[config.mk]
export PLATFORM = sky130hd
export DESIGN_NAME = nsg_guard
export DESIGN_NICKNAME = d
export VERILOG_FILES = /design/src/hw/nsg_guard.v
export VERILOG_INCLUDE_DIRS = /design/src /design/src/hw
export SDC_FILE = /design/constraint.sdc
export NUM_CORES = 1
export LEC_CHECK = 0
export BUFFER_PORTS_ARGS = -buffer_cell sky130_fd_sc_hd__buf_2
export CORE_MARGIN = 8
export CORE_UTILIZATION = 35
export CTS_CLUSTER_SIZE = 20
export DETAILED_ROUTE_END_ITERATION = 7
export PLACE_DENSITY = 0.69
export SYNTH_ARGS = -nofsm -noshare
export SYNTH_HDL_FRONTEND = slang
export SYNTH_SLANG_ARGS = --single-unit
[constraint.sdc]
create_clock -name aclk -period 4.5 [get_ports aclk]
set_input_delay 0 -clock aclk [delete_from_list [all_inputs] [get_ports aclk]]
set_output_delay 0 -clock aclk [all_outputs]
set_load 0.02 [all_outputs]
[src/hw/nsg_regs.vh]
// constants for the nvm section access guard
// assumes a 64 KB flash, byte addressed, fuses counting 256-byte blocks
`ifndef NSG_REGS_VH
`define NSG_REGS_VH
`define NSG_CTRL_ADDR 4'h0
`define NSG_FUSE_ADDR 4'h4
`define NSG_STAT_ADDR 4'h8
`define NSG_BND_ADDR 4'hC
`define NSG_CTRL_RST 5'h00
`define NSG_B_EE_WP 0
`define NSG_B_DATA_WP 1
`define NSG_B_CODE_WP 2
`define NSG_B_RD_LOCK 3
`define NSG_B_VSEL 4
`define NSG_FLASH_SIZE 17'h10000
`define NSG_FLASH_AW 16
`define NSG_HALT_BASE 16'hE000
`define NSG_BLK_SHIFT 8
`define NSG_PAGE_MASK 16'hFF80
`define NSG_ROW_MASK 16'hFFC0
`define NSG_EE_PAGE_MASK 16'hFFE0
`define NSG_EE_IDX_W 5
`define NSG_EE_PAGE_BYTES 32
`define NSG_EE_ADDR_MASK 16'h01FF
`define NSG_FUSE_DEF 8'h00
`define NSG_SEC_LOADER 2'h0
`define NSG_SEC_CODE 2'h1
`define NSG_SEC_DATA 2'h2
`define NSG_TGT_FLASH 3'h0
`define NSG_TGT_EE 3'h1
`define NSG_TGT_SPARE 3'h2
`define NSG_TGT_SIG 3'h3
`define NSG_TGT_FUSE 3'h4
`define NSG_OP_ERASE 2'h0
`define NSG_OP_WRITE 2'h1
`define NSG_OP_ERWR 2'h2
`define NSG_OP_CHIP 2'h3
`define NSG_OP_TIME_NS 4000
`define NSG_CLK_NS 50
`define NSG_RESP_OK 2'h0
`define NSG_RESP_ERR 2'h2
`endif

[src/hw/nsg_guard.v]
// nvm section access guard: stall, section decode, protection, axi4-lite regs
// assumes cpu and programming port logic share aclk; memory arrays sit outside
`timescale 1ns/1ps
`include "nsg_regs.vh"
module nsg_guard
(
	input wire aclk,
	input wire aresetn,
	input wire clk_en,
	input wire [3:0] s_axi_awaddr,
	input wire s_axi_awvalid,
	output wire s_axi_awready,
	input wire [31:0] s_axi_wdata,
	input wire [3:0] s_axi_wstrb,
	input wire s_axi_wvalid,
	output wire s_axi_wready,
	output reg [1:0] s_axi_bresp,
	output reg s_axi_bvalid,
	input wire s_axi_bready,
	input wire [3:0] s_axi_araddr,
	input wire s_axi_arvalid,
	output wire s_axi_arready,
	output reg [31:0] s_axi_rdata,
	output reg [1:0] s_axi_rresp,
	output reg s_axi_rvalid,
	input wire s_axi_rready,
	input wire [15:0] cpu_pc,
	input wire cpu_acc_valid,
	input wire cpu_acc_flash,
	input wire [15:0] cpu_acc_addr,
	output wire cpu_stall,
	output wire cpu_acc_deny,
	input wire ee_buf_we,
	input wire [15:0] ee_buf_addr,
	input wire req_valid,
	input wire req_from_port,
	input wire [2:0] req_tgt,
	input wire [1:0] req_op,
	input wire [15:0] req_addr,
	input wire dev_locked,
	input wire port_fuse_we,
	input wire port_fuse_sel,
	input wire [7:0] port_fuse_data,
	output reg req_refused,
	output reg nvm_go,
	output reg [2:0] nvm_tgt,
	output reg [1:0] nvm_op,
	output reg [15:0] nvm_addr,
	output reg [31:0] ee_mask,
	output wire nvm_busy,
	output reg [15:0] vec_base
);
	localparam ST_IDLE = 1'b0;
	localparam ST_BUSY = 1'b1;
	localparam integer OP_CYC_I = `NSG_OP_TIME_NS / `NSG_CLK_NS;
	localparam [15:0] OP_CYC = OP_CYC_I[15:0];

	reg st_r;
	reg [15:0] cnt_r;
	reg halt_op_r;
	reg [4:0] ctrl_r;
	reg [7:0] fuse_lsz_r;
	reg [7:0] fuse_csz_r;
	reg [7:0] lsz_r;
	reg [7:0] csz_r;
	reg loaded_r;
	reg [31:0] mark_r;
	reg refused_r;
	reg aw_got_r;
	reg w_got_r;
	reg [3:0] aw_addr_r;
	reg [31:0] w_data_r;
	reg [3:0] w_strb_r;

	wire [16:0] lend_raw;
	wire [16:0] cend_raw;
	wire [7:0] lsz_eff;
	wire [7:0] csz_eff;
	wire [16:0] lend;
	reg [16:0] cend;
	reg [1:0] exec_sec;
	reg [1:0] tgt_sec;
	reg [1:0] acc_sec;
	reg allow;
	wire acc_conc;
	wire tgt_halt;
	wire [`NSG_EE_IDX_W-1:0] mark_idx;

	// classify a flash address into loader, code or data section
	function [1:0] sec_of;
		input [15:0] a;
		input [7:0] ls;
		input [16:0] le;
		input [16:0] ce;
		begin
			if (ls == `NSG_FUSE_DEF || {1'b0, a} < le)
				sec_of = `NSG_SEC_LOADER;
			else if ({1'b0, a} < ce)
				sec_of = `NSG_SEC_CODE;
			else
				sec_of = `NSG_SEC_DATA;
		end
	endfunction

	assign lend_raw = {1'b0, lsz_r, 8'h00};
	assign cend_raw = {1'b0, csz_r, 8'h00};
	assign lsz_eff = (lend_raw > `NSG_FLASH_SIZE) ? `NSG_FUSE_DEF : lsz_r;
	assign csz_eff = (cend_raw > `NSG_FLASH_SIZE) ? `NSG_FUSE_DEF : csz_r;
	assign lend = {1'b0, lsz_eff, 8'h00};

	always @*
	begin
		// zero code size to flash end
		if (csz_eff == `NSG_FUSE_DEF)
			cend = `NSG_FLASH_SIZE;
		else if (csz_eff <= lsz_eff)
			cend = lend;
		else
			cend = {1'b0, csz_eff, 8'h00};
	end

	always @*
	begin
		exec_sec = sec_of(cpu_pc, lsz_eff, lend, cend);
		tgt_sec = sec_of(req_addr, lsz_eff, lend, cend);
		acc_sec = sec_of(cpu_acc_addr, lsz_eff, lend, cend);
	end

	// which party may program which memory
	always @*
	begin
		allow = 1'b0;
		if (req_tgt == `NSG_TGT_SIG)
			allow = 1'b0;
		else if (req_from_port)
		begin
			if (req_tgt == `NSG_TGT_SPARE)
				allow = 1'b1;
			else
				allow = !dev_locked;
		end
		else if (req_tgt == `NSG_TGT_FUSE || req_op == `NSG_OP_CHIP)
			allow = 1'b0;
		else if (exec_sec == `NSG_SEC_DATA)
			allow = 1'b0;
		else if (req_tgt == `NSG_TGT_EE)
			allow = !ctrl_r[`NSG_B_EE_WP];
		else if (req_tgt == `NSG_TGT_SPARE)
			allow = 1'b1;
		else if (tgt_sec == `NSG_SEC_LOADER)
			allow = 1'b0;
		else if (tgt_sec == `NSG_SEC_CODE)
			allow = exec_sec == `NSG_SEC_LOADER && !ctrl_r[`NSG_B_CODE_WP];
		else
			allow = !ctrl_r[`NSG_B_DATA_WP];
		// combined erase-write is an eeprom-only operation
		if (req_op == `NSG_OP_ERWR && req_tgt != `NSG_TGT_EE)
			allow = 1'b0;
	end

	assign tgt_halt = req_tgt == `NSG_TGT_FLASH && req_addr >= `NSG_HALT_BASE;
	assign acc_conc = cpu_acc_addr < `NSG_HALT_BASE;
	assign nvm_busy = st_r;

	assign cpu_stall = st_r && (halt_op_r || (cpu_acc_valid && cpu_acc_flash && acc_conc));

	assign cpu_acc_deny = cpu_acc_valid && cpu_acc_flash && ctrl_r[`NSG_B_RD_LOCK]
		&& acc_sec == `NSG_SEC_LOADER && exec_sec != `NSG_SEC_LOADER;

	assign mark_idx = ee_buf_addr[`NSG_EE_IDX_W-1:0];

	// operation sequencer
	always @(posedge aclk)
	begin
		if (!aresetn)
		begin
			st_r <= ST_IDLE;
			cnt_r <= 16'h0000;
			halt_op_r <= 1'b0;
			nvm_go <= 1'b0;
			nvm_tgt <= 3'h0;
			nvm_op <= 2'h0;
			nvm_addr <= 16'h0000;
			ee_mask <= 32'h00000000;
			mark_r <= 32'h00000000;
			req_refused <= 1'b0;
			refused_r <= 1'b0;
		end
		else if (clk_en)
		begin
			nvm_go <= 1'b0;
			req_refused <= 1'b0;
			case (st_r)
				ST_IDLE:
				begin
					if (req_valid && allow)
					begin
						st_r <= ST_BUSY;
						cnt_r <= OP_CYC;
						halt_op_r <= tgt_halt || req_op == `NSG_OP_CHIP;
						nvm_go <= 1'b1;
						nvm_tgt <= req_tgt;
						nvm_op <= req_op;
						if (req_tgt == `NSG_TGT_FLASH)
							nvm_addr <= req_addr & `NSG_PAGE_MASK;
						// spare row erased as a row
						else if (req_tgt == `NSG_TGT_SPARE)
							nvm_addr <= req_addr & `NSG_ROW_MASK;
						else if (req_tgt == `NSG_TGT_EE)
							nvm_addr <= req_addr & `NSG_EE_PAGE_MASK & `NSG_EE_ADDR_MASK;
						else
							nvm_addr <= req_addr;
						ee_mask <= (req_tgt == `NSG_TGT_EE) ? mark_r : 32'h00000000;
					end
					else if (req_valid)
					begin
						req_refused <= 1'b1;
						refused_r <= 1'b1;
					end
				end
				ST_BUSY:
				begin
					// requests during an operation are refused too
					if (req_valid)
					begin
						req_refused <= 1'b1;
						refused_r <= 1'b1;
					end
					if (cnt_r == 16'h0001)
					begin
						st_r <= ST_IDLE;
						halt_op_r <= 1'b0;
					end
					cnt_r <= cnt_r - 16'h0001;
				end
				default: st_r <= ST_IDLE;
			endcase
			// mark buffered eeprom bytes; a new mark wins over the clear
			if (st_r == ST_IDLE && req_valid && allow && req_tgt == `NSG_TGT_EE)
				mark_r <= ee_buf_we ? (32'h00000001 << mark_idx) : 32'h00000000;
			else if (ee_buf_we)
				mark_r <= mark_r | (32'h00000001 << mark_idx);
			if (aw_got_r && w_got_r && !s_axi_bvalid && aw_addr_r == `NSG_STAT_ADDR
				&& w_strb_r[0] && w_data_r[1] && !(req_valid && st_r == ST_BUSY)
				&& !(req_valid && st_r == ST_IDLE && !allow))
				refused_r <= 1'b0;
		end
	end

	// fuse cells are nonvolatile: a system reset must not clear them
	initial fuse_lsz_r = `NSG_FUSE_DEF;
	initial fuse_csz_r = `NSG_FUSE_DEF;

	// fuse storage and start-up copy
	always @(posedge aclk)
	begin
		if (!aresetn)
		begin
			lsz_r <= `NSG_FUSE_DEF;
			csz_r <= `NSG_FUSE_DEF;
			loaded_r <= 1'b0;
			vec_base <= 16'h0000;
		end
		else if (clk_en)
		begin
			if (port_fuse_we && !port_fuse_sel)
				fuse_lsz_r <= port_fuse_data;
			if (port_fuse_we && port_fuse_sel)
				fuse_csz_r <= port_fuse_data;
			// copy once at end of start-up
			if (!loaded_r)
			begin
				lsz_r <= fuse_lsz_r;
				csz_r <= fuse_csz_r;
				loaded_r <= 1'b1;
			end
			if (ctrl_r[`NSG_B_VSEL])
				vec_base <= 16'h0000;
			else
				vec_base <= lend[15:0];
		end
	end

	// axi4-lite write side: address and data taken in either order
	assign s_axi_awready = !aw_got_r && !s_axi_bvalid;
	assign s_axi_wready = !w_got_r && !s_axi_bvalid;

	always @(posedge aclk)
	begin
		if (!aresetn)
		begin
			aw_got_r <= 1'b0;
			w_got_r <= 1'b0;
			aw_addr_r <= 4'h0;
			w_data_r <= 32'h00000000;
			w_strb_r <= 4'h0;
			s_axi_bvalid <= 1'b0;
			s_axi_bresp <= `NSG_RESP_OK;
			ctrl_r <= `NSG_CTRL_RST;
		end
		else if (clk_en)
		begin
			if (s_axi_awvalid && s_axi_awready)
			begin
				aw_got_r <= 1'b1;
				aw_addr_r <= {s_axi_awaddr[3:2], 2'b00};
			end
			if (s_axi_wvalid && s_axi_wready)
			begin
				w_got_r <= 1'b1;
				w_data_r <= s_axi_wdata;
				w_strb_r <= s_axi_wstrb;
			end
			if (aw_got_r && w_got_r && !s_axi_bvalid)
			begin
				aw_got_r <= 1'b0;
				w_got_r <= 1'b0;
				s_axi_bvalid <= 1'b1;
				s_axi_bresp <= `NSG_RESP_OK;
				if (aw_addr_r == `NSG_CTRL_ADDR)
				begin
					if (w_strb_r[0])
					begin
						ctrl_r[2:0] <= w_data_r[2:0];
						ctrl_r[`NSG_B_VSEL] <= w_data_r[`NSG_B_VSEL];
						// lock set only from loader, sticky
						if (w_data_r[`NSG_B_RD_LOCK] && exec_sec == `NSG_SEC_LOADER)
							ctrl_r[`NSG_B_RD_LOCK] <= 1'b1;
					end
				end
				else if (aw_addr_r == `NSG_STAT_ADDR)
					s_axi_bresp <= `NSG_RESP_OK;
				else
					// fuse and bounds words refuse cpu writes
					s_axi_bresp <= `NSG_RESP_ERR;
			end
			else if (s_axi_bvalid && s_axi_bready)
				s_axi_bvalid <= 1'b0;
		end
	end

	// axi4-lite read side
	assign s_axi_arready = !s_axi_rvalid;

	always @(posedge aclk)
	begin
		if (!aresetn)
		begin
			s_axi_rvalid <= 1'b0;
			s_axi_rdata <= 32'h00000000;
			s_axi_rresp <= `NSG_RESP_OK;
		end
		else if (clk_en)
		begin
			if (s_axi_arvalid && s_axi_arready)
			begin
				s_axi_rvalid <= 1'b1;
				s_axi_rresp <= `NSG_RESP_OK;
				if (s_axi_araddr[3:2] == `NSG_CTRL_ADDR >> 2)
					s_axi_rdata <= {27'h0000000, ctrl_r};
				else if (s_axi_araddr[3:2] == `NSG_FUSE_ADDR >> 2)
					s_axi_rdata <= {16'h0000, csz_r, lsz_r};
				else if (s_axi_araddr[3:2] == `NSG_STAT_ADDR >> 2)
					s_axi_rdata <= {28'h0000000, exec_sec, refused_r, st_r};
				else
					s_axi_rdata <= {cend[15:0], lend[15:0]};
			end
			else if (s_axi_rvalid && s_axi_rready)
				s_axi_rvalid <= 1'b0;
		end
	end
endmodule // nsg_guard

=== Word level (Yosys, flattened, before mapping) ===
Index checks and enable logic that the tools add are counted.
Widths: inputs -> output; s select.

* $lt $le $gt $ge: 11
* Eq/ne operators: 16
* Shifts and indexed selects: 1
* Div/mod/pow operators: 0
* Multiplexer cells: 57
* Bitwise gates (word level): 3
* Multiply operators: 0
* Add/sub/neg operators: 1
* Reduce and logical (&&, ||, !) cells: 82

{| class="wikitable"
|+ Operator list
! kind !! number
|-
| $mux 32 || 7
|-
| $mux 16 || 6
|-
| $lt 16x17->1 || 3
|-
| $lt 16x16->1 || 3
|-
| $gt 16x17->1 const B || 2
|-
| $logic_and 1x1->1 || 32
|-
| $or 32x32->32 || 1
|-
| $pmux 16 s2 || 1
|-
| $shl 1x5->32 const A || 1
|-
| $mux 1 || 28
|-
| $reduce_and 2->1 || 12
|-
| $mux 17 || 1
|-
| $eq 16x1->1 const B || 1
|-
| $ge 16x16->1 const B || 1
|-
| $logic_not 8->1 || 2
|-
| $lt 16x16->1 const B || 1
|-
| $mux 2 || 8
|-
| $mux 8 || 2
|-
| $sub 16x1->16 const B || 1
|-
| $logic_not 1->1 || 12
|-
| $reduce_and 3->1 || 4
|-
| $reduce_bool 2->1 || 6
|-
| $eq 2x2->1 const B || 5
|-
| $le 8x8->1 || 1
|-
| 16 further kinds || 30
|}

* ROM bits: 0
* Memories kept: 0
* Bits in writable memories: 0
* Bits of input ports: 137
* Latch bits: 0
* Bits in registers: 206

=== Depth between registers and ports, before layout ===
Gate-level depths: netlist of the first run.

* Word-level depth: 25
* Mapped depth: 21
* Gate-level depth less buffers: 19

=== Worst setup path after synthesis of the first run ===
No wires, ideal clock.

* Path kind: flip-flop to flip-flop
* From: register lsz_r[1]
* To: register cnt_r[13]
* Path buffers: 1
* Clock period less this slack: 4.591 ns
* Data arrival time: 4.521 ns
* Setup slack: -0.091 ns
* Cell stages (with the launch flop): 21
* Cells stage by stage: dfxtp_1 inv_1 ha_1 nor2b_1 o211ai_1 a211oi_1 nor2_1 mux2i_1 nor2_1 inv_1 ha_1 a21o_1 a211oi_1 o211ai_1 nor3_1 nor3_1 a2111oi_4 o21ai_1 buf_2 or4_1 a21oi_1

* Word-level cells in the longest chain between the ends: 22

{| class="wikitable"
|+ RTL lines
! what !! RTL line !! RTL
|-
| start: declaration || nsg_guard.v:64 || <nowiki>reg [7:0] lsz_r;</nowiki>
|-
| start signal: assignment || nsg_guard.v:259 || <nowiki>lsz_r <= `NSG_FUSE_DEF;</nowiki>
|-
| start signal: assignment || nsg_guard.v:273 || <nowiki>lsz_r <= fuse_lsz_r;</nowiki>
|-
| $gt 16x17->1 (no source line) || -- ||
|-
| $mux 8 (*) || nsg_guard.v:107 || <nowiki>assign lsz_eff = (lend_raw > `NSG_FLASH_SIZE) ? `NSG_FUSE_DEF : lsz_r;</nowiki>
|-
| $le 8x8->1 || nsg_guard.v:116 || <nowiki>else if (csz_eff <= lsz_eff)</nowiki>
|-
| $mux 16 || nsg_guard.v:116 ||
|-
| $mux 17 || nsg_guard.v:114 || <nowiki>if (csz_eff == `NSG_FUSE_DEF)</nowiki>
|-
| $lt 16x17->1 || nsg_guard.v:98 || <nowiki>else if ({1'b0, a} < ce)</nowiki>
|-
| $mux 2 || nsg_guard.v:98 ||
|-
| $mux 2 || nsg_guard.v:96 || <nowiki>if (ls == `NSG_FUSE_DEF || {1'b0, a} < le)</nowiki>
|-
| [6 not listed] || -- ||
|-
| $mux 1 (*) || nsg_guard.v:144 || <nowiki>else if (exec_sec == `NSG_SEC_DATA)</nowiki>
|-
| $mux 1 (*) || nsg_guard.v:142 || <nowiki>else if (req_tgt == `NSG_TGT_FUSE || req_op == `NSG_OP_CHIP)</nowiki>
|-
| $mux 1 (*) || nsg_guard.v:135 || <nowiki>else if (req_from_port)</nowiki>
|-
| $mux 1 (*) || nsg_guard.v:133 || <nowiki>if (req_tgt == `NSG_TGT_SIG)</nowiki>
|-
| $mux 1 (*) || nsg_guard.v:157 || <nowiki>if (req_op == `NSG_OP_ERWR && req_tgt != `NSG_TGT_EE)</nowiki>
|-
| $logic_and 1x1->1 (*) || nsg_guard.v:196 || <nowiki>if (req_valid && allow)</nowiki>
|-
| $ne 2x2->1 (no source line) (*) || -- ||
|-
| $reduce_and 2->1 (no source line) (*) || -- ||
|-
| end signal: assignment || nsg_guard.v:234 || <nowiki>cnt_r <= cnt_r - 16'h0001;</nowiki>
|-
| end: declaration || nsg_guard.v:59 || <nowiki>reg [15:0] cnt_r;</nowiki>
|}

Every way passes the cells marked *; elsewhere a longest branch is shown, timed or not.
A chain may end at the register's enable or synchronous reset.

=== Final worst setup path of the first run ===
* From: register lsz_r[7]
* To: register cnt_r[4]

Same word-level chain as after synthesis.

==> flow_results.org, run 1 <==
** Run status
- Status :: completed

** STA
- Timing would allow up to 223 MHz.
- Dividing the final minimum period by the clock period gives 0.995.
- Final Max Tran Viols :: 0
- Clock period minus worst slack :: 4480 ps
- Tightest Pin Transition :: 1140 ps
- On the final layout, the worst hold slack is roughly 34 ps.
- Setup repair after global routing could not meet its margin everywhere.
- The final number of hold-violating endpoints came to 0.
- Crit path setup slack, layout :: 21.8 ps
- Clock Skews :: 15.7 ps
- Final-report setup violation count :: 0
- Slew HR :: 0.236

** Floorplan
- The initialized floorplan defines 57 standard-cell rows.
- Measured along the y axis, the die boundary spans 174 microns.
- For this design the top-level I/O count stands at 252.
- Overall die area :: 0.0301 sq mm
- In this run the horizontal extent of the chip is 174 microns.
- Core Box Area :: ~0.024 sq mm
- Effective utilization at floorplan :: 0.357

** CTS
- TritonCTS built the clock tree.
- In this run the clock root is driven by a sky130_fd_sc_hd__clkbuf_16.
- Number of buffers inserted during clock tree synthesis :: 17
- Clock edge transition at the registers on the reported setup and hold paths :: 90 ps
- Total number of H-tree levels :: 4
- Source-to-sink clock delay at the later pin of the worst-skew pair :: 440 ps
- TritonCTS sink count :: 189
- No sink is reached through more buffers than the 2 on the longest clock path.

** Logic synthesis
- After technology mapping, the gate count stands at 960.
- Seq/Total Area, Yosys :: 0.454
- In the synthesized netlist the dominant register cell turns out to be sky130_fd_sc_hd__dfxtp_1.
- After synthesis the netlist holds a flip-flop and latch count of 189.
- After synthesis, the mean cell area works out to 9.05 sq um.
- Number of warnings reported in the yosys synthesis log :: 0
- Yosys mapped a number of flops with a built-in enable equal to 16.
- After synthesis, the share of flip-flops with an asynchronous set or reset is 0.
- Cell area after synthesis :: 0.00868 sq mm
- The synthesized netlist contains 67 unique library cells.

** Drt
- Starting DRT DRC Count :: 542
- Dividing the detail-routed wire length by the instance count gives 17.7 microns.
- For this run, the detailed router's first-pass iteration total came to 5.
- Via count of the routed design :: approximately 8000
- ANT nets after route :: 0
- After detailed routing, the number of vias per cell comes to 5.20.
- Sum of routed wire length over all layers :: 27700 microns
- DRC violation count after routing :: 0

** Setup path
- Critical path origin :: lsz_r[7]
- Data on the critical path arrives at its endpoint at 4830 ps.
- The number of buffers and inverters on the critical path is 6.
- Endpoint kind of the worst setup timing path :: flop
- Startpoint of the most critical register-to-register path :: lsz_r[7]
- Sort of element at the start of the critical path :: flop
- Along the worst path, the maximum fanout reaches 8.
- Worst setup path category :: reg -> reg
- Ordered list of cells on the worst path :: inv_2 > ha_4 > nand4_1 > nor2_2 > a211oi_2 > nor2_4 > mux2i_1 > nor2_1 > inv_1 > ha_4 > a21o_1 > a211oi_2 > o211ai_1 > nor3_1 > buf_4 > nor3_4 > buf_6 > a2111oi_4 > buf_4 > o21ai_4 > buf_6 > or4_4 > a31oi_1
- Data on the critical path is required at its endpoint by 4850 ps.
- Grouping stages by cell kind, the critical path spends the most delay in simple AND/OR/NAND/NOR gates.
- In this run the register-to-register setup slack is 20 ps.
- Critical-path top delay cell :: sky130_fd_sc_hd__or4_4
- Biggest cell delay along the critical path :: ~400 ps

** Run
- Max-cap violations in this run came to 0.

** Global route
- Number of antenna violations at the first check in global routing :: 1
- Largest net degree at the start of global routing :: 81
- Across every metal layer, demand over resource in global routing totals 0.171.
- Summed over all layers, the global routing overflow is 0.
- The first global-routing pass estimated roughly 42000 microns of wire.
- The via count of the first global-routing pass was 7988.

** Cells and area
- The finished cells cover 0.0120 sq mm.
- FILL cells :: 2237
- Layout cells sized above 1 :: 0.324
- Relative area change from synthesis to final layout :: 38.7%
- In the final design database the tool counted 1411 nets.
- Once layout is complete, the utilization of the core stands at 0.495.

** Placed design
- During placement, the flow inserted port buffers numbering 171.
- Post-detail-place hpwl :: 19400 microns
- At the placement stage, the worst setup path has a slack of -187 ps.
- GPL Wtd Cong :: a little over 0.9
- Total cell area at the placement stage :: 0.0102 sq mm

** Min path
- The path class of the tightest hold or removal check is in -> reg.
- Hold path startpoint :: ee_buf_addr[0]

** Power
- Power per cell area :: about 350 mW/mm^2
- The analysis attributes to cell leakage a power of 5.02 nW.
- VDD IR max :: 0.183 mV
-- cell usage after synthesis, types with 9 or more instances --
cell type,number,area [sq um]
sky130_fd_sc_hd__nor2b_1,14,87.6
sky130_fd_sc_hd__nor2_1,104,390
sky130_fd_sc_hd__edfxtp_1,16,480
sky130_fd_sc_hd__dfxtp_1,173,3460
sky130_fd_sc_hd__or3_1,10,62.6
sky130_fd_sc_hd__inv_1,24,90.1
sky130_fd_sc_hd__a21oi_1,114,571
sky130_fd_sc_hd__nor3_1,26,130
sky130_fd_sc_hd__buf_4,20,150
sky130_fd_sc_hd__ha_1,45,563
sky130_fd_sc_hd__nand2_1,82,308
sky130_fd_sc_hd__a22o_1,32,280
sky130_fd_sc_hd__o21ai_0,23,115
sky130_fd_sc_hd__buf_2,12,60.1
sky130_fd_sc_hd__mux2i_1,32,320
sky130_fd_sc_hd__nand2b_1,10,62.6
sky130_fd_sc_hd__a211oi_1,9,67.6
sky130_fd_sc_hd__nand3_1,23,115
sky130_fd_sc_hd__clkbuf_1,41,154
sky130_fd_sc_hd__a22oi_1,24,180
-- worst paths after layout --
path / endpoint / depth (start not counted)
worst max-delay path: cnt_r[4] / 23
worst min-delay path: mark_r[2] / 4
worst max register to register: cnt_r[4] / 23
worst min register to register: nvm_addr[5] / 2
-- kinds of logic (layout without fill, tap and decap cells) --
logic type                 after synthesis  count (layout)  share of synthesized area
buffers and inverters                   99             362                     0.0532
xor gates and xnor gates                 2               2                    0.00202
and+or+nand+nor                        328             328                      0.186
other                                    1              20                   0.000432
AOI/OAI and AO/OA                      257             258                      0.193
DFF                                    189             189                      0.454
muxes                                   39              39                     0.0460
adders and majority gates               45              45                     0.0648
-- routing by layer --
metal  track usage  routed length (microns)  vias to the layer above
met4        0.0643                      761                        0
li1              -                        -                     3977
met1         0.208                    11700                     3857
met3        0.0464                     1870                       53
met5             0                        0                        -
met2         0.286                    13400                      266
-- registers in the layout, indices dropped and copies added (netlist names), 2 cells and up --
register     flops
fuse_csz_r       8
aw_addr_r        2
ee_mask         32
cnt_r           16
lsz_r            8
nvm_addr        16
s_axi_rdata     24
vec_base         8
fuse_lsz_r       8
nvm_op           2
mark_r          32
ctrl_r           5
nvm_tgt          3
csz_r            8
w_data_r         5
-- repair_timing --
item / CTS / global route
hold endpoints to repair: 63 / 0
cloned: 0 / 4
setup buffers: 1 / 20
pin swaps: 1 / 73
hold buffers: 45 / 0
resized for setup: 8 / 102
setup endpoints to repair: 73 / 106
-- power breakdown --
group	internal (W)	switching (W)
Clock	0.000774	0.000809
Sequential	0.00175	0.0000399
Combinational	0.000354	0.000438
Total	0.00287	0.00129
-- cell type report --
cell class                 count  area, sq um  area share
multi-input combinational    691         4860       0.403
sequential                   189         3950       0.328
timing repair buffer         305         2090       0.174
clock buffer                  17          425      0.0353
tap                          324          405      0.0337
clock inverter                15          210      0.0175
inverter                      25         95.1     0.00790
antenna                        1         2.50    0.000208
-- cells in the final DEF, fill, tap and decap left out, types with 10 or more instances in the layout --
master,netlist,routed
sky130_fd_sc_hd__buf_2,12,172
sky130_fd_sc_hd__nor2b_1,14,13
sky130_fd_sc_hd__conb_1,1,19
sky130_fd_sc_hd__nand2b_1,10,10
sky130_fd_sc_hd__inv_1,24,14
sky130_fd_sc_hd__buf_4,20,73
sky130_fd_sc_hd__nor3_1,26,25
sky130_fd_sc_hd__nand3_1,23,21
sky130_fd_sc_hd__nor2_1,104,100
sky130_fd_sc_hd__edfxtp_1,16,16
sky130_fd_sc_hd__dlygate4sd3_1,0,45
sky130_fd_sc_hd__a21oi_1,114,103
sky130_fd_sc_hd__a21oi_2,0,11
sky130_fd_sc_hd__o21ai_0,23,21
sky130_fd_sc_hd__mux2i_1,32,32
sky130_fd_sc_hd__inv_2,0,10
sky130_fd_sc_hd__dfxtp_1,173,166
sky130_fd_sc_hd__clkbuf_16,0,18
sky130_fd_sc_hd__nand2_1,82,81
sky130_fd_sc_hd__ha_1,45,29
sky130_fd_sc_hd__a22o_1,32,32
sky130_fd_sc_hd__a22oi_2,0,12
sky130_fd_sc_hd__ha_4,0,16
sky130_fd_sc_hd__a22oi_1,24,12
sky130_fd_sc_hd__or3_1,10,10
-- stage by stage --
| step | setup TNS [ps] | std cells | power [W] |
|---|---|---|---|
| 2_1_floorplan | 0 | 978 | 0.00223 |
| 3_3_place_gp | -341 | 1464 | 0.00244 |
| 3_5_place_dp | -3310 | 1464 | 0.00246 |
| 4_1_cts | 0 | 1542 | 0.00407 |
| 5_1_grt | -15760 | 1567 | 0.00434 |
| 6_report | 0 | 1567 | 0.00416 |
-- worst min-delay path: cells and delay by family --
kind	cells	cell delay (ps)
AO/OA/AOI/OAI	1	130
AND/OR/NAND/NOR	2	170
buffers and inverters	1	140
No activity file was read; power rests on OpenSTA's default activity.
==> run 2: changes to the inputs <==
- ABC_CLOCK_PERIOD_IN_PS: not set -> 4500
- PLACE_DENSITY: 0.69 -> 0.62
- RECOVER_POWER: not set -> 50
==> run 2 against run 1 <==
The flow now finishes with violations (negative setup slack). Non-clock buffer count down 3. Cell area down 2.8%. Critical path depth down 3. Sequential share of layout area up 0.96 points. Clock skew up 2.7 ps. Largest cell class unchanged. Maximum frequency down 1.1%. Combinational power down 3.0%. Core utilization down 1.4 points.
==> flow_results.org, run 2 (synthesis results as in run 1) <==
** Run status
- The flow ran to the end, but the final reports show violations.
- Violated checks :: negative setup slack

** Cells and area
- In the final design database the tool counted 1407 nets.
- FF/Latch Area :: between 0.003 and 0.004 sq mm
- Relative area change from synthesis to final layout :: 34.8%
- In the final layout, the multi-input gates occupy ~0.0047 sq mm.
- Final design utilization :: 0.481
- For this run, the number of standard cells in the final layout without fillers is about 1600.
- In the final layout, the registers with the most flip-flops are ee_mask: 32 flops, mark_r: 32 flops, s_axi_rdata: 24 flops.
- Commonest non-fill, non-tap cell in the layout :: sky130_fd_sc_hd__dfxtp_1
- Fill cells in the final layout number between 2000 and 2500.
- Of the cells placed in the final design, the portion with a size suffix greater than 1 is 0.216.
- Most used cells in the layout excluding fill and tap cells :: 165 x sky130_fd_sc_hd__dfxtp_1, 114 x sky130_fd_sc_hd__a21oi_1, 101 x sky130_fd_sc_hd__clkbuf_1

** Global route
- met2 is the most crowded layer.
- Global-route track usage on met3 :: 0.0429
- Largest net degree at the start of global routing :: 66
- Number of antenna violations at the first check in global routing :: 1
- The first global-routing pass estimated 42100 microns of wire.
- Across every metal layer, demand over resource in global routing totals 0.173.
- Met2 demand-to-capacity share in global routing :: 0.286
- Vias in the first global route :: 7806
- Global route overflow :: 0
- Grt met1 use :: 0.213

** Floorplan
- In this run the core area contains 57 standard-cell rows.
- From left edge to right edge, the die measures 174 microns.
- Die height :: 174 microns
- I/O Pins :: 252
- The initial utilization of the core area, before any placement, comes to 0.357.
- The floorplan step defined a die boundary enclosing 0.0301 sq mm.
- The region available for standard cell placement spans 0.0243 sq mm.

** Setup path
- The worst register-to-register path has a setup slack of -30 ps.
- Worst setup path category :: reg -> reg
- Endpoint kind of the worst setup timing path :: flop
- Among cell families on the critical path, the largest total delay comes from simple AND/OR/NAND/NOR gates.
- At the worst endpoint, the required time is 4870 ps.
- Among all stages on the critical path, the largest delay is contributed by sky130_fd_sc_hd__a2111oi_4.
- Cell depth of the worst flop-to-flop path :: 20
- Levels on crit path :: 20
- Together, buffers and inverters on the worst path number 4.
- Ordered list of cells on the worst path :: inv_2 > ha_4 > nand4_1 > nor2_2 > a211oi_2 > nor2_4 > buf_6 > mux2i_2 > nor2_2 > inv_2 > ha_4 > nand4_1 > nor4_4 > o311ai_2 > o22a_4 > a2111oi_4 > o21ai_2 > buf_6 > or4_1 > a31oi_1
- Crit path DAT :: between 4000 and 5000 ps
- Following the worst setup path forward leads to its endpoint at cnt_r[4].
- Startpoint of the most critical register-to-register path :: lsz_r[5]
- The most critical setup path has its startpoint at lsz_r[5].
- In this run the worst path has a maximum fanout of 7.
- Biggest cell delay along the critical path :: 490 ps
- Sort of element at the start of the critical path :: flop
- Worst reg2reg path endpoint :: cnt_r[4]

** STA
- The final number of hold-violating endpoints is 0.
- Clock period minus worst slack :: between 4000 and 5000 ps
- Crit share post-route :: 1.01
- Clock Skews :: ~18 ps
- Final Max Tran Viols :: 0
- In the post-route analysis, the smallest setup slack over all paths is -29.2 ps.
- Timing would allow up to 221 MHz.
- Unrepaired setup endpoints after global routing :: true
- Slew HR :: 0.232
- Setup violations remaining at the end of the flow were counted as 1.
- Tightest Pin Transition :: 1150 ps

** CTS
- After clock tree synthesis, the clock-pin slew on the worst setup and hold paths is about 80 ps.
- Total number of H-tree levels :: 4
- Maximum buffer depth of the clock tree :: 2
- Clock tree from TritonCTS :: built
- TritonCTS sink count :: about 190
- Clock tree synthesis inserted a total of 17 buffers.
- CTS root buf :: sky130_fd_sc_hd__clkbuf_16
- Clock latency on the worst-skew pair, taken at its later pin, is about 440 ps.

** Power
- Power per cell area :: 357 mW/mm^2
- The worst-case IR drop observed on VDD is 0.228 mV.
- Summing internal, switching and leakage power gives 0.00418 W.
- Leakage power :: 4.53 nW

** Min path
- The worst hold path begins at port_fuse_sel.
- The min-delay analysis places its worst path in the category in -> reg.

** Drt
- After detailed routing, the average wire length per cell comes to 17.7 microns.
- For this block, the initial DRC count from the detailed router was 467.
- DRC violation count after routing :: 0
- Via count of the routed design :: 8054
- Number of iterations in the first detailed-routing pass :: 5
- Via density per instance :: 5.15
- ANT nets after route :: 0
- Summed over all layers, the routed wires come to ~28000 microns.

** Placed design
- Once placement completed, the tool counted placed cells totaling 1459.
- Buffers placed on the I/O ports in this run total 171.
- Post-detail-place hpwl :: 19500 microns
- The congestion estimate from routability-driven global placement came to approximately 0.90.

** Run
- Max Cap Violations :: 0
==> run 2: final cells by class <==
type | instances | share of cell area
multi-input cells | 690 | 0.401
flip-flops and latches | 189 | 0.338
repair buffers | 302 | 0.163
clock buffers | 17 | 0.0363
well taps | 324 | 0.0346
clock inverters | 15 | 0.0186
inverters | 25 | 0.00812
diodes | 2 | 0.000428
==> run 2: how the worst min path moves through the flow <==
stage                           to  slack [ps]  cells after the start
CTS                  fuse_lsz_r[0]           4                      2
finish               fuse_lsz_r[0]           7                      2
floorplan            fuse_csz_r[0]         100                      0
global route        s_axi_rdata[8]          10                      3
global placement     fuse_csz_r[0]         190                      1
detailed placement   fuse_lsz_r[4]         190                      1
==> run 2: per-layer routing <==
metal | vias to the layer above | wire [microns]
li1 | 3971 | -
met1 | 3835 | 12300
met2 | 209 | 13300
met3 | 39 | 1460
met4 | 0 | 592
met5 | - | 0
==> run 2: report_power, final <==
group,internal [W],switching (W),total (W)
combinational,0.000341,0.000426,0.000768
clock,0.000789,0.000835,0.00162
sequential,0.00175,0.0000399,0.00179
total,0.00288,0.00130,0.00418
==> run 2: repair_timing <==
action                     in CTS  in global routing
setup endpoints to repair      99                100
pin swaps                       2                 54
setup buffers                   5                 12
hold endpoints to repair       55                  0
gates resized for setup         8                 84
hold buffers                   48                  0
gates cloned                    0                  6
==> run 2: metrics by stage <==
stage / setup WS, ps / hold WS, ps / area [sq um] / TNS [ps]
after global placement: -139 / 191 / 10100 / -3910
after global routing: -225 / 12.5 / 11700 / -10980
after detailed placement: -252 / 191 / 10100 / -16150
final: -29.2 / 7.07 / 11700 / -29.2
after floorplan: 99.0 / 98.9 / 8750 / 0
after CTS: -12.3 / 3.63 / 11300 / -12.3
==> run 3: changes to the inputs <==
- ABC_CLOCK_PERIOD_IN_PS: 4500 -> 5800
- PLACE_DENSITY: 0.62 -> 0.6
- REMOVE_ABC_BUFFERS: not set -> 1
- clock period: 4.5 -> 5.8 ns (I/O delays scaled with it)
==> run 3 against run 2 <==
The run ends with max-capacitance violations, max-slew violations left. Register-to-register slack better by 410 ps. Critical path type unchanged. Count of clock-buffer cells in the layout stayed put. Combinational power decreased by 38%. Die area stayed put.
==> flow_results.org, run 3 (synthesis results as in run 1) <==
** CTS
- Clock tree synthesis found a total of 189 sinks.
- Maximum buffer depth of the clock tree :: 2
- TritonCTS built the clock tree.
- For the worst-skew pair, the clock arrives at the later sink with an insertion delay of 440 ps.
- Clock-pin slew was measured on the worst setup and hold paths at 90 ps.
- CTS built an H-tree with a depth of 4.
- Buffers inserted during clock tree synthesis total 17.
- CTS root buf :: sky130_fd_sc_hd__clkbuf_16
- Once the clock tree was built, the setup fixing pass inserted 0 buffers.

** Cells and area
- Measured on the finished design, the core utilization comes to 0.446.
- Biggest registers after layout :: ee_mask: 32 flops, mark_r: 32 flops, s_axi_rdata: 24 flops
- Relative area change from synthesis to final layout :: 24.8%
- Of the cells placed in the final design, the portion with a size suffix greater than 1 is 0.128.
- Leaving out fill and tap cells, the most frequent cell in the layout is sky130_fd_sc_hd__dfxtp_1.
- Leaving out filler cells and counting taps, the final layout contains roughly 1500.
- The top cell types in the final layout, fill and taps aside, are 173 x sky130_fd_sc_hd__dfxtp_1, 114 x sky130_fd_sc_hd__a21oi_1, 105 x sky130_fd_sc_hd__clkbuf_1.
- Final non-filler cell area :: ~0.011 sq mm
- The net count of the finished layout is approximately 1300.

** Floorplan
- I/O Pins :: 252
- Core Box Area :: between 0.02 and 0.025 sq mm
- The die is about 170 microns wide.
- The floorplan has 57 rows.
- The floorplan step defined a die boundary enclosing about 0.03 sq mm.
- Die height :: 174 microns
- The initial utilization of the core area, before any placement, comes to 0.357.

** Global route
- After global routing the overflow that remains totals 0.
- Largest net degree at the start of global routing :: a little over 70
- In the global route stage, overall resource usage came out at 0.169.
- Wire length of the first global-routing pass :: 41400 microns
- Number of antenna violations at the first check in global routing :: 2
- The via count of the first global-routing pass came to 7616.

** Setup path
- The worst register-to-register path begins at lsz_r[6].
- Crit path DAT :: 5790 ps
- Setup slack on the worst flop-to-flop path :: 380 ps
- STA classifies the critical path endpoint as a flop.
- Biggest cell delay along the critical path :: roughly 570 ps
- Critical-path top delay cell :: sky130_fd_sc_hd__dlygate4sd3_1
- Required time at the worst-slack endpoint :: 6180 ps
- Critical path origin :: lsz_r[6]
- Worst setup path category :: reg -> reg
- The worst register-to-register path ends at halt_op_r.
- In this run the worst path has a maximum fanout of 20.
- The signal on the critical path passes through inv_1 > ha_1 > nand2_1 > o21ai_0 > nor2b_1 > nor2_2 > mux2i_1 > nor2_1 > inv_1 > ha_1 > a21o_1 > a211oi_1 > o211ai_1 > nor3_2 > nor3_2 > a211oi_2 > o21ai_2 > buf_4 > and2_1 > a311oi_1 > dlygate4sd3_1.
- The worst setup path is launched from a flop.
- Counting cells, the worst reg-to-reg path comes to 21.

** Power
- Power spread over the standard cell area amounts to about 290 mW/mm^2.
- For this design the static power due to leakage is 4.17 nW.
- The worst-case IR drop observed on VDD is 0.163 mV.

** STA
- Clock period minus worst slack :: 5420 ps
- Setup violations remaining at the end of the flow were counted as 0.
- For the pin with the worst max-slew slack, the measured transition is 2420 ps.
- Dividing the final minimum period by the clock period gives 0.934.
- Slew HR :: -0.615
- Clock Skews :: 15.4 ps
- Unrepaired setup endpoints after global routing :: false
- The max-slew violation count is 63.
- Crit path setup slack, layout :: between 300 and 400 ps
- Hold violation count in the final report :: 0
- Total Negative Setup Slacks :: 0 ps
- Derived from the worst setup path, the maximum achievable clock frequency is 185 MHz.

** Placed design
- Total cell area at the placement stage :: slightly below 0.01 sq mm
- Post-detail-place hpwl :: 19000 microns
- Routability-driven placement finished with a final weighted congestion of 0.839.
- Port Buffer Count :: 171
- Timing analysis after detailed placement gives a worst setup slack of 464 ps.
- The number of placed instances, taps included, is between 1000 and 1500.

** Min path
- For hold timing, the worst endpoint is mark_r[8].
- Along the worst hold path, the cell count comes to 4.
- The tightest min-delay check is of the in -> reg type.
- In this run the most critical hold path is launched from ee_buf_addr[1].

** Drt
- After detailed routing, the number of vias per cell comes to 5.16.
- The first TritonRoute pass finished after 5 iterations.
- DRC violation count after routing :: 0
- Once detail routing completed, the nets flagged for antenna violations numbered 0.
- Via count of the routed design :: just under 8000
- Wires add up to 26100 microns.
- The detailed router finished its first iteration with 542 violations.
- In the final routed layout, each cell accounts on average for 17.4 microns.

** Run status
- Status :: finished, violations left
- Violated checks :: max-capacitance violations, max-slew violations

** Run
- Max Cap Violations :: 2
## run 3: cell count changes in the layout (fill, tap and decap cells not counted), sizes merged
cell,previous run,this run
diode,2,1
clkinv,5,7
inv,35,33
dlygate4sd3,48,50
buf,153,86
clkbuf,118,122
## run 3: worst max-delay path: cells and delay by family (launching register included)
kind / cells / cell delay (ps)
AO/OA/AOI/OAI: 7 / 1600
adder cells (fa/ha/maj): 2 / 680
buffers and inverters: 4 / 1120
flip-flops: 1 / 470
multiplexers: 1 / 150
AND/OR/NAND/NOR: 7 / 1310
## run 3: worst max-delay path by stage
stage                            end  slack (ps)  cells past startpoint
after floorplan           ee_mask[0]        -130                     19
after global placement    mark_r[24]         550                     20
after detailed placement    cnt_r[4]         460                     19
after CTS                  halt_op_r         120                     20
after global routing       halt_op_r          20                     21
final                      halt_op_r         380                     21
## run 3: area by class of cell
cell class | count | area [sq um]
Inverter | 25 | 96.3
Clock inverter | 15 | 204
Sequential cell | 189 | 3940
Fill cell | 2475 | 13500
Multi-Input combinational cell | 690 | 4390
Antenna cell | 1 | 2.50
Timing Repair Buffer | 241 | 1370
Tap cell | 324 | 405
Clock buffer | 17 | 425
## run 3: per-stage QoR
stage          total power [W]  hold slack [ps]
3_5_place_dp           0.00187              193
4_1_cts                0.00312             3.34
5_1_grt                0.00323             45.6
3_3_place_gp           0.00186              189
6_report               0.00309             34.9
2_1_floorplan          0.00170             98.9
## run 3: report_power, final
part | switching [W] | total (W) | internal [W]
sequential | 0.0000339 | 0.00139 | 0.00135
combinational | 0.000290 | 0.000476 | 0.000187
clock | 0.000627 | 0.00123 | 0.000601
## run 3: timing repair
action	in CTS	in global routing
endpoints found under the setup margin	0	10
hold buffers	50	0
gates resized for setup	0	9
hold endpoints to repair	56	0
## run 3: routing by layer
metal / global-route usage / routed length (microns) / up-vias
li1: - / - / 3829
met1: 0.216 / 11900 / 3668
met2: 0.276 / 12200 / 221
met3: 0.0449 / 1530 / 26
met4: 0.0485 / 432 / 2
met5: 0 / 13 / -
